===== config.mk =====
export PLATFORM = sky130hd
export DESIGN_NAME = sfc_bank
export DESIGN_NICKNAME = d
export VERILOG_FILES = /design/src/rtl/sfc_cfg_mem.v /design/src/rtl/sfc_wait_timer.v /design/src/rtl/sfc_bank.v
export VERILOG_INCLUDE_DIRS = /design/src /design/src/rtl
export SDC_FILE = /design/constraint.sdc
export NUM_CORES = 1
export LEC_CHECK = 0
export ABC_AREA = 1
export BUFFER_PORTS_ARGS = -buffer_cell sky130_fd_sc_hd__clkbuf_2
export CORE_MARGIN = 10
export CORE_UTILIZATION = 60
export CTS_BUF_LIST = sky130_fd_sc_hd__clkbuf_16
export CTS_CLUSTER_SIZE = 40
export DETAILED_ROUTE_END_ITERATION = 10
export HOLD_SLACK_MARGIN = 0.15
export PLACE_DENSITY_LB_ADDON = 0.1
export RECOVER_POWER = 25
export REMOVE_ABC_BUFFERS = 1
export SETUP_SLACK_MARGIN = 0.02
export SLEW_MARGIN = 40
export SYNTH_ARGS = -nofsm -noshare
export SYNTH_HDL_FRONTEND = slang
export SYNTH_SLANG_ARGS = --single-unit

===== constraint.sdc =====
create_clock -name MCLK -period 21.3 [get_ports MCLK]
set_clock_uncertainty 0.05 [all_clocks]
set_input_delay 1.065 -clock MCLK [delete_from_list [all_inputs] [get_ports MCLK]]
set_output_delay 1.065 -clock MCLK [all_outputs]
set_load 0.01 [all_outputs]

===== src/rtl/sfc_map.vh =====
// constants for the setup filter configuration bank
// assumes byte addressing on a 32-bit apb bus, one word per register
`ifndef SFC_MAP_VH
`define SFC_MAP_VH
// register indices; byte address is four times the index
`define SFC_IDX_SETUP0      8'h21
`define SFC_IDX_SETUP7      8'h28
`define SFC_IDX_CTRL        8'h40
`define SFC_IDX_STATUS      8'h41
// field layout of a setup register
`define SFC_WAIT_HI         23
`define SFC_WAIT_LO         21
`define SFC_REP_HI          20
`define SFC_REP_LO          16
`define SFC_FILT_HI         15
`define SFC_FILT_LO         12
`define SFC_RATE_HI         10
`define SFC_RATE_LO         0
`define SFC_CFG_RESET       24'h00_2030
`define SFC_CFG_WMASK       24'hFF_F7FF
// settling base: 32 master clock cycles at code 000
`define SFC_WAIT_BASE       13'h0020
`define SFC_FILT_LAST_OK    4'h8
`endif


===== src/rtl/sfc_cfg_mem.v =====
// eight setup configuration words with registered read port
// assumes a single clock; writes mask out the reserved bit
`timescale 1ns/10ps
`default_nettype none
`include "sfc_map.vh"
module sfc_cfg_mem #(
  parameter DEPTH = 8,
  parameter AW    = 3
) (
  // clock and reset
  input  wire            clk,
  input  wire            rst,
  // write port
  input  wire            wr_en,
  input  wire [AW-1:0]   wr_addr,
  input  wire [23:0]     wr_data,
  // registered read port
  input  wire [AW-1:0]   rd_addr,
  output reg  [23:0]     rd_data_ff,
  // flat view of all words for the sequencer
  output wire [DEPTH*24-1:0] all_words
);
  genvar g;
  // ***************************************
  // storage, one generate entry per setup
  // ***************************************
  generate
    for (g = 0; g < DEPTH; g = g + 1) begin : gen_word
      reg [23:0] word_ff;
      // reset value and masked write
      always @(posedge clk or posedge rst) begin
        if (rst) begin
          word_ff <= `SFC_CFG_RESET;
        end else if (wr_en && wr_addr == g) begin
          word_ff <= wr_data & `SFC_CFG_WMASK;
        end
      end
      assign all_words[g*24 +: 24] = word_ff;
    end
  endgenerate
  // read data from a register
  always @(posedge clk or posedge rst) begin
    if (rst) begin
      rd_data_ff <= 24'h00_0000;
    end else begin
      rd_data_ff <= all_words[rd_addr*24 +: 24];
    end
  end
endmodule
`default_nettype wire


===== src/rtl/sfc_wait_timer.v =====
// settling wait counter started at each channel switch
// assumes start is a one-cycle pulse
`timescale 1ns/10ps
`default_nettype none
`include "sfc_map.vh"
module sfc_wait_timer (
  // clock and reset
  input  wire        clk,
  input  wire        rst,
  // control
  input  wire        start,
  input  wire [2:0]  wait_sel,
  // status
  output wire        busy,
  output wire        done
);
  reg  [12:0] cnt_ff;
  reg  [12:0] nxt_cnt;
  reg         run_ff;
  reg         nxt_run;
  // doubling per code step from 32 cycles
  wire [12:0] span = `SFC_WAIT_BASE << wait_sel;
  // count cycles from the switch
  always @* begin
    nxt_cnt = cnt_ff;
    nxt_run = run_ff;
    if (start) begin
      nxt_cnt = span - 13'h0001;
      nxt_run = 1'b1;
    end else if (run_ff) begin
      if (cnt_ff == 13'h0000) begin
        nxt_run = 1'b0;
      end else begin
        nxt_cnt = cnt_ff - 13'h0001;
      end
    end
  end
  always @(posedge clk or posedge rst) begin
    if (rst) begin
      cnt_ff <= 13'h0000;
      run_ff <= 1'b0;
    end else begin
      cnt_ff <= nxt_cnt;
      run_ff <= nxt_run;
    end
  end
  assign busy = run_ff;
  assign done = run_ff && (cnt_ff == 13'h0000);
endmodule
`default_nettype wire


===== src/rtl/sfc_bank.v =====
// setup filter configuration bank with channel sequencing control
// assumes apb master on MCLK; sequencer handshakes are synchronous
`timescale 1ns/10ps
`default_nettype none
`include "sfc_map.vh"
module sfc_bank (
  // clock and reset
  input  wire        MCLK,
  input  wire        RST,
  // apb slave
  input  wire        PSEL,
  input  wire        PENABLE,
  input  wire        PWRITE,
  input  wire [11:0] PADDR,
  input  wire [31:0] PWDATA,
  output wire [31:0] PRDATA,
  output wire        PREADY,
  output wire        PSLVERR,
  // sequencer request
  input  wire        SEQ_CH_REQ,
  input  wire [2:0]  SEQ_SETUP,
  input  wire        DUTY_CYCLE_ON,
  input  wire        CAL_ACTIVE,
  input  wire        CONV_DONE,
  // conversion control
  output wire        CH_REQ_READY,
  output wire        CONV_START,
  output reg  [3:0]  FILTER_TYPE,
  output reg         FILTER_VALID,
  output reg  [10:0] OUTPUT_RATE_SEL,
  output wire        CH_FINISHED
);
  // ***************************************
  // states, one-hot
  // ***************************************
  localparam [4:0] ST_IDLE  = 5'b00001;
  localparam [4:0] ST_WAIT  = 5'b00010;
  localparam [4:0] ST_START = 5'b00100;
  localparam [4:0] ST_CONV  = 5'b01000;
  localparam [4:0] ST_DONE  = 5'b10000;

  reg  [4:0]   state_ff;
  reg  [4:0]   nxt_state;
  reg  [4:0]   rep_ff;
  reg  [4:0]   nxt_rep;
  reg  [2:0]   setup_ff;
  reg  [2:0]   nxt_setup;
  reg          rd_phase_ff;
  reg          enable_ff;
  reg  [31:0]  rdata_ff;
  wire [23:0]  mem_rd;
  wire [191:0] words;
  wire         wait_busy;
  wire         wait_done;
  wire [23:0]  cur_cfg;
  wire [7:0]   idx;
  wire         hit_cfg;
  wire         hit_ctrl;
  wire         hit_stat;
  wire         acc;
  wire         single_only;
  wire         start_wait;

  // ***************************************
  // apb decode
  // ***************************************
  // word index from byte address
  assign idx      = PADDR[9:2];
  assign hit_cfg  = (idx >= `SFC_IDX_SETUP0) && (idx <= `SFC_IDX_SETUP7)
                    && (PADDR[11:10] == 2'b00);
  assign hit_ctrl = (idx == `SFC_IDX_CTRL) && (PADDR[11:10] == 2'b00);
  assign hit_stat = (idx == `SFC_IDX_STATUS) && (PADDR[11:10] == 2'b00);
  assign acc      = PSEL && PENABLE;
  // config reads need one wait state for the registered memory port
  assign PREADY   = !(acc && !PWRITE && hit_cfg && !rd_phase_ff);
  assign PSLVERR  = acc && PREADY && !(hit_cfg || hit_ctrl || hit_stat);
  assign PRDATA   = rdata_ff;

  // setup words held in the memory
  sfc_cfg_mem #(
    .DEPTH (8),
    .AW    (3)
  ) u_mem (
    .clk        (MCLK),
    .rst        (RST),
    .wr_en      (acc && PWRITE && hit_cfg),
    .wr_addr    (idx[2:0] - 3'h1),
    .wr_data    (PWDATA[23:0]),
    .rd_addr    (idx[2:0] - 3'h1),
    .rd_data_ff (mem_rd),
    .all_words  (words)
  );

  // read phase flag, control register and read data
  always @(posedge MCLK or posedge RST) begin
    if (RST) begin
      rd_phase_ff <= 1'b0;
      enable_ff   <= 1'b0;
      rdata_ff    <= 32'h0000_0000;
    end else begin
      rd_phase_ff <= acc && !PWRITE && hit_cfg && !rd_phase_ff;
      if (acc && PWRITE && hit_ctrl) begin
        enable_ff <= PWDATA[0];
      end
      if (acc && !PWRITE && PREADY) begin
        if (hit_cfg) begin
          rdata_ff <= {8'h00, mem_rd};
        end else if (hit_ctrl) begin
          rdata_ff <= {31'h0000_0000, enable_ff};
        end else if (hit_stat) begin
          rdata_ff <= {19'h0_0000, rep_ff, setup_ff, state_ff};
        end else begin
          rdata_ff <= 32'h0000_0000;
        end
      end
    end
  end

  // ***************************************
  // channel sequencing
  // ***************************************
  assign cur_cfg = words[SEQ_SETUP*24 +: 24];
  // single conversion in duty cycling or calibration
  assign single_only  = DUTY_CYCLE_ON || CAL_ACTIVE;
  assign CH_REQ_READY = enable_ff && state_ff[0];
  // every channel switch starts the wait
  assign start_wait   = CH_REQ_READY && SEQ_CH_REQ;

  sfc_wait_timer u_wait (
    .clk      (MCLK),
    .rst      (RST),
    .start    (start_wait),
    .wait_sel (cur_cfg[`SFC_WAIT_HI:`SFC_WAIT_LO]),
    .busy     (wait_busy),
    .done     (wait_done)
  );

  // next state of the sequencer
  always @* begin
    nxt_state = state_ff;
    nxt_rep   = rep_ff;
    nxt_setup = setup_ff;
    case (state_ff)
      ST_IDLE: begin
        if (start_wait) begin
          // reload repeat count at channel change
          nxt_setup = SEQ_SETUP;
          nxt_rep   = single_only ? 5'h00 : cur_cfg[`SFC_REP_HI:`SFC_REP_LO];
          nxt_state = ST_WAIT;
        end
      end
      ST_WAIT: begin
        if (wait_done) begin
          nxt_state = ST_START;
        end
      end
      ST_START: begin
        nxt_state = ST_CONV;
      end
      ST_CONV: begin
        if (CONV_DONE) begin
          if (rep_ff == 5'h00 || single_only) begin
            nxt_state = ST_DONE;
          end else begin
            nxt_rep   = rep_ff - 5'h01;
            nxt_state = ST_START;
          end
        end
      end
      ST_DONE: begin
        nxt_state = ST_IDLE;
      end
      default: begin
        nxt_state = ST_IDLE;
      end
    endcase
  end

  // sequencer registers and per-setup filter outputs
  always @(posedge MCLK or posedge RST) begin
    if (RST) begin
      state_ff        <= ST_IDLE;
      rep_ff          <= 5'h00;
      setup_ff        <= 3'h0;
      FILTER_TYPE     <= 4'h2;
      FILTER_VALID    <= 1'b1;
      OUTPUT_RATE_SEL <= 11'h030;
    end else begin
      state_ff <= nxt_state;
      rep_ff   <= nxt_rep;
      setup_ff <= nxt_setup;
      FILTER_TYPE <= words[nxt_setup*24 + `SFC_FILT_LO +: 4];
      FILTER_VALID <= (words[nxt_setup*24 + `SFC_FILT_LO +: 4] <= `SFC_FILT_LAST_OK);
      if (words[nxt_setup*24 +: 11] == 11'h000) begin
        OUTPUT_RATE_SEL <= 11'h001;
      end else begin
        OUTPUT_RATE_SEL <= words[nxt_setup*24 +: 11];
      end
    end
  end

  assign CONV_START  = state_ff[2];
  assign CH_FINISHED = state_ff[4];
endmodule
`default_nettype wire


Yosys cells after proc, flatten, opt, wreduce, memory -nomap -nowiden. Index checks and enable logic that the tools add are counted.

Output and inout bits: 53. Logic and storage cells: 119. Register bits: 285. Bits of input ports: 56.

Magnitude comparators: 3. Add/sub/neg operators: 5. Reductions and logical operators: 43. Shifts and indexed selects: 5. $mul: 3. Eq/ne operators: 18. Muxes and demuxes: 22.

Operators by type and width (count): variable part select 192 x 9 -> 24 bit (2); variable part select 192 x 10 -> 4 bit (1); variable part select 192 x 9 -> 11 bit (1); two-way mux 13 bit (5); two-way mux 5 bit (8); subtractor 13 x 1 -> 13 bit (second input constant) (2); logical AND 1 bit (25); two-way mux 24 bit (1); case mux 5 bit (4 select lines) (1); equality test 8 x 7 -> 1 bit (second input constant) (2); multiplier 3 x 2 -> 5 bit (second input constant) (3); logical NOT 13 bit (1); left shift 6 x 3 -> 13 bit (first input constant) (1); equality test 3 bit (second input constant) (4); logical NOT 11 bit (1); two-way mux 11 bit (1); case mux 5 bit (2 select lines) (1); adder 8 x 4 -> 9 bit (second input constant) (1); >= comparator 8 x 6 -> 1 bit (second input constant) (1); <= comparator 8 x 6 -> 1 bit (second input constant) (1); != test 2 bit (second input constant) (4); equality test 3 x 2 -> 1 bit (second input constant) (2); two-way mux 3 bit (2); equality test 5 x 1 -> 1 bit (second input constant) (1); 18 further kinds (27).

Longest topological paths before layout.
Depth in word-level cells: 8. Mapped depth: 17. Depth with buffers taken out: 16.

Modules after synthesis. A second synthesis with hierarchy kept.

Cell total of the unflattened synthesis: 2148. Area, all modules: 15381.0 sq um.

Modules (own cells, without submodules): sfc_cfg_mem (area an instance 9763.1 sq um, times used 1, cells each 1269, sequential area each 5210.0 sq um); sfc_bank (area an instance 4564.4 sq um, times used 1, cells each 721, sequential area each 1382.6 sq um); sfc_wait_timer (area an instance 1053.5 sq um, times used 1, cells each 158, sequential area each 350.3 sq um).

Least setup slack after synthesis. No wires, ideal clock.

Path kind: input port to output port. Start point: input PADDR[2]. End point: output PSLVERR. Path slack: 17.505 ns. Data required time: 20.185 ns. Path buffers: 2. Stages: 12. Data arrival time: 2.680 ns. Cells stage by stage: clkbuf_1 -> inv_2 -> clkbuf_1 -> ha_1 -> nand2_1 -> nor2_1 -> nand2_1 -> nand4_1 -> inv_1 -> nand2_1 -> nand2_1 -> nor3_1.

Cells in the longest elaborated chain, start to end: 8. Elaborated cells between the ends (all ways): 16. Those cells by class: order compare: 2; eq/ne: 2; reduce/logical: 12.

Ends and longest elaborated chain: start, declared (line sfc_bank.v:14) `input wire [11:0] PADDR,`; >= comparator 8 x 6 -> 1 bit (no line) / <= comparator 8 x 6 -> 1 bit (equally long branches); logical AND 1 bit (2 in a row) (line sfc_bank.v:69) `` assign hit_cfg = (idx >= `SFC_IDX_SETUP0) && (idx <= `SFC_IDX_SETUP7) ``; logical AND 1 bit (2 in a row) (line sfc_bank.v:75) `assign PREADY = !(acc && !PWRITE && hit_cfg && !rd_phase_ff);`; logical NOT 1 bit (line sfc_bank.v:75); logical AND 1 bit (line sfc_bank.v:76) `assign PSLVERR = acc && PREADY && !(hit_cfg || hit_ctrl || hit_stat);`; logical AND 1 bit * (line sfc_bank.v:76); end, declared (line sfc_bank.v:18) `output wire PSLVERR,`.

Every way passes the cells marked *; elsewhere a longest branch is shown, timed or not.

==> results.sh <==
export IMPL_r2r_end="OUTPUT_RATE_SEL[0]$_DFF_PP0_"
export IMPL_synth_area_um2=14200
export IMPL_synthCells=1861
export IMPL_worst_pin_slew_ps=5820
export IMPL_worstSetupEndpointType="async pin"
export IMPL_post_route_min_period_ps=7230
export IMPL_die_w_um=174
export IMPL_clock_sinks=276
export IMPL_coreArea_um2=23300
export IMPL_setup_violations=0
export IMPL_start_util_pct=60.8
export IMPL_min_from="rd_phase_ff$_DFF_PP0_"
export IMPL_hold_path_class="register to register"
export IMPL_failed_checks="max-capacitance violations, max-slew violations"
export IMPL_syn2layout_area_growth_pct=11.3
export IMPL_highest_layer="met4"
export IMPL_cp_required_ps=21860
export IMPL_grt_pass1_wl_mm=64.9
export IMPL_wl_met1_mm=17.2
export IMPL_maxSlewViolCount=214
export IMPL_place_congestion=0.851
export IMPL_fill_cells=2047
export IMPL_hold_viol=0
export IMPL_r2r_setup_slack_ps=17280
export IMPL_reg2reg_depth=13
export IMPL_post_cts_buffers=0
export IMPL_grt_overflow_total=0
export IMPL_die_area_um2=30200
export IMPL_numCtsBuffers=29
export IMPL_crit_fanout=133
export IMPL_rr_startpoint="state_ff[0]$_DFFE_PP1P_"
export IMPL_p_sw_share_pct=32.0
export IMPL_critical_path_class="input port to async pin"
export IMPL_antenna_found_initial=0
export IMPL_hold_slack_ps=399
export IMPL_io_pins=109
export IMPL_ant_nets=0
export IMPL_num_vias=12883
export IMPL_num_rows=56
export IMPL_synth_avg_cell_area_um2=7.62
export IMPL_cts_htree_levels=1
export IMPL_async_reset_ff_share_pct=100
export IMPL_rsz0062_at_grt="no"
export IMPL_status="finished with violations"
export IMPL_firstDrtPassIters=6
export IMPL_min_period_over_period_pct=33.9
export IMPL_synth_edf_count=0
export IMPL_power_density_nw_per_um2=95.7
export IMPL_seq_area_frac_synth_pct=49.0
export IMPL_pwr_share_seq_pct=39.1
export IMPL_grt_pass1_vias=12385
export IMPL_routed_via_density=5.78
export IMPL_grt_usage_pct=25.9
export IMPL_total_leakage_power_nw=7.39
export IMPL_cts_path_max_buffers=3
export IMPL_ys_types=39
export IMPL_ys_flop_type="dfrtp_1"
export IMPL_worst_ep_arrival_time_ps=7780
export IMPL_yosysWarnings=0
export IMPL_drv_cap=3
export IMPL_grt_max_degree=134
export IMPL_drtIter0Drc=1400
export IMPL_yosys_register_bits=276
export IMPL_post_cts_resized=0
export IMPL_power_internal_mw=1.03
export IMPL_diodes=0
export IMPL_clkTransAtPathRegs_ps=70
export IMPL_fin_tns_setup_ps=0
export IMPL_drt_total_wl_mm=39.8
export IMPL_hold_buffers=0
export IMPL_crit_path_start_kind="input port"
export IMPL_p_switching_mw=0.484
export IMPL_final_nets=1952
export IMPL_io_buffers=89
export IMPL_drive_above_1_share_pct=11.5
export IMPL_layout_common_cells="nand2_1 (502), o21ai_0 (307), dfrtp_1 (247), inv_1 (202), nand3_1 (124)"
export IMPL_combPwrFrac_pct=22.7
export IMPL_hold_end="rd_phase_ff$_DFF_PP0_"
export IMPL_layout_commonest_cell="nand2_1"
export IMPL_p_clk_share_pct=38.2
export IMPL_met2_length_mm=18.4
export IMPL_slew_headroom_pct=-290
export IMPL_dr_wl_met3_mm=3.40
export IMPL_cts_tree="yes"
export IMPL_dp_hpwl_mm=23.4
export IMPL_maxClockFrequency_ghz=0.138
export IMPL_drc=0
export IMPL_peakVddDrop_uv=84.0
export IMPL_wire_per_inst_um=17.9
export IMPL_clock_root_buffer="clkbuf_16"
export IMPL_dieHeight_um=174
export IMPL_clk_latency_ps=560
export IMPL_hold_depth=1
routing by layer:
layer	up-vias	track usage, %
met5	-	0
met4	0	7.16
met3	92	4.05
met2	565	42.0
met1	6115	35.5
li1	6111	-
critical path: stages:
cell and delay, ps:
clkbuf_2 90, clkinvlp_2 3210, clkbuf_1 2530, buf_6 750
final cells by class:
cell class / count / area [µm²] / area share [%]
Clock inverter: 25 / 363 / 2.30
Sequential cell: 276 / 6940 / 44.0
Inverter: 213 / 802 / 5.08
Clock buffer: 29 / 726 / 4.60
Tap cell: 319 / 399 / 2.53
Timing Repair Buffer: 104 / 596 / 3.77
Multi-Input combinational cell: 1264 / 5960 / 37.8
cell families after synthesis:
group,count (synthesis),share of synthesized area [%]
adder cells (fa/ha/maj),8,0.706
AO/OA/AOI/OAI,490,18.5
AND/OR/NAND/NOR,755,22.1
other,1,0.0264
buffers and inverters,328,9.61
flip-flops,276,49.0
XOR/XNOR,3,0.185
registers in the layout (all words and copies together) (netlist names):
| signal | cells |
|---|---|
| state_ff | 5 |
| u_mem.gen_word.word_ff | 184 |
| setup_ff | 3 |
| FILTER_TYPE | 4 |
| OUTPUT_RATE_SEL | 11 |
| rep_ff | 5 |
| enable_ff | 1 |
| u_mem.rd_data_ff | 23 |
| PRDATA | 24 |
| FILTER_VALID | 1 |
| u_wait.cnt_ff | 13 |
| rd_phase_ff | 1 |
| u_wait.busy | 1 |
cells in the mapped netlist, types with 21 or more instances:
cell type	number	area share (%)
dfrtp_1	247	44
nand2_1	502	13
nand3_1	123	4.3
inv_1	201	5.3
a21oi_1	106	3.7
o21ai_0	306	11
buf_2	38	1.3
dfstp_2	29	5.4
a31oi_1	28	1.2
nor2_1	88	2.3
o211ai_1	21	1.1
clkbuf_1	58	1.5
power by group through the flow:
| stage | combinational, mW | clock (mW) | sequential, mW |
|---|---|---|---|
| 2_1_floorplan | 0.226 | 0 | 0.598 |
| 3_3_place_gp | 0.327 | 0 | 0.597 |
| 3_5_place_dp | 0.338 | 0 | 0.598 |
| 4_1_cts | 0.341 | 0.580 | 0.589 |
| 5_1_grt | 0.388 | 0.603 | 0.594 |
| 6_report | 0.344 | 0.577 | 0.590 |
per-stage QoR:
step | utilization (%) | power, mW | setup slack, ps | cells | cell area [µm²]
floorplan | - | 0.825 | 12620 | 1753 | 13600
CTS | 67.8 | 1.51 | 17620 | 2230 | 15800
finish | 67.7 | 1.51 | 14070 | 2230 | 15800
global placement | 62.6 | 0.925 | 17030 | 2173 | 14600
detailed placement | 63.1 | 0.936 | 17250 | 2176 | 14700
global route | 67.7 | 1.58 | 12720 | 2230 | 15800
worst max-delay path by stage:
stage / from / end / slack [ps] / cells past startpoint
final: RST / u_mem.gen_word[6].word_ff[20]$_DFFE_PP0P_ / 14070 / 4
after detailed placement: SEQ_SETUP[0] / OUTPUT_RATE_SEL[0]$_DFF_PP0_ / 17250 / 14
after global placement: PADDR[2] / u_mem.gen_word[6].word_ff[4]$_DFFE_PP1P_ / 17030 / 14
after CTS: PADDR[2] / PSLVERR / 17620 / 12
after floorplan: RST / FILTER_TYPE[0]$_DFF_PP0_ / 12620 / 1
after global routing: RST / u_mem.gen_word[2].word_ff[20]$_DFFE_PP0P_ / 12720 / 4
No activity file was read; power rests on OpenSTA's default activity.
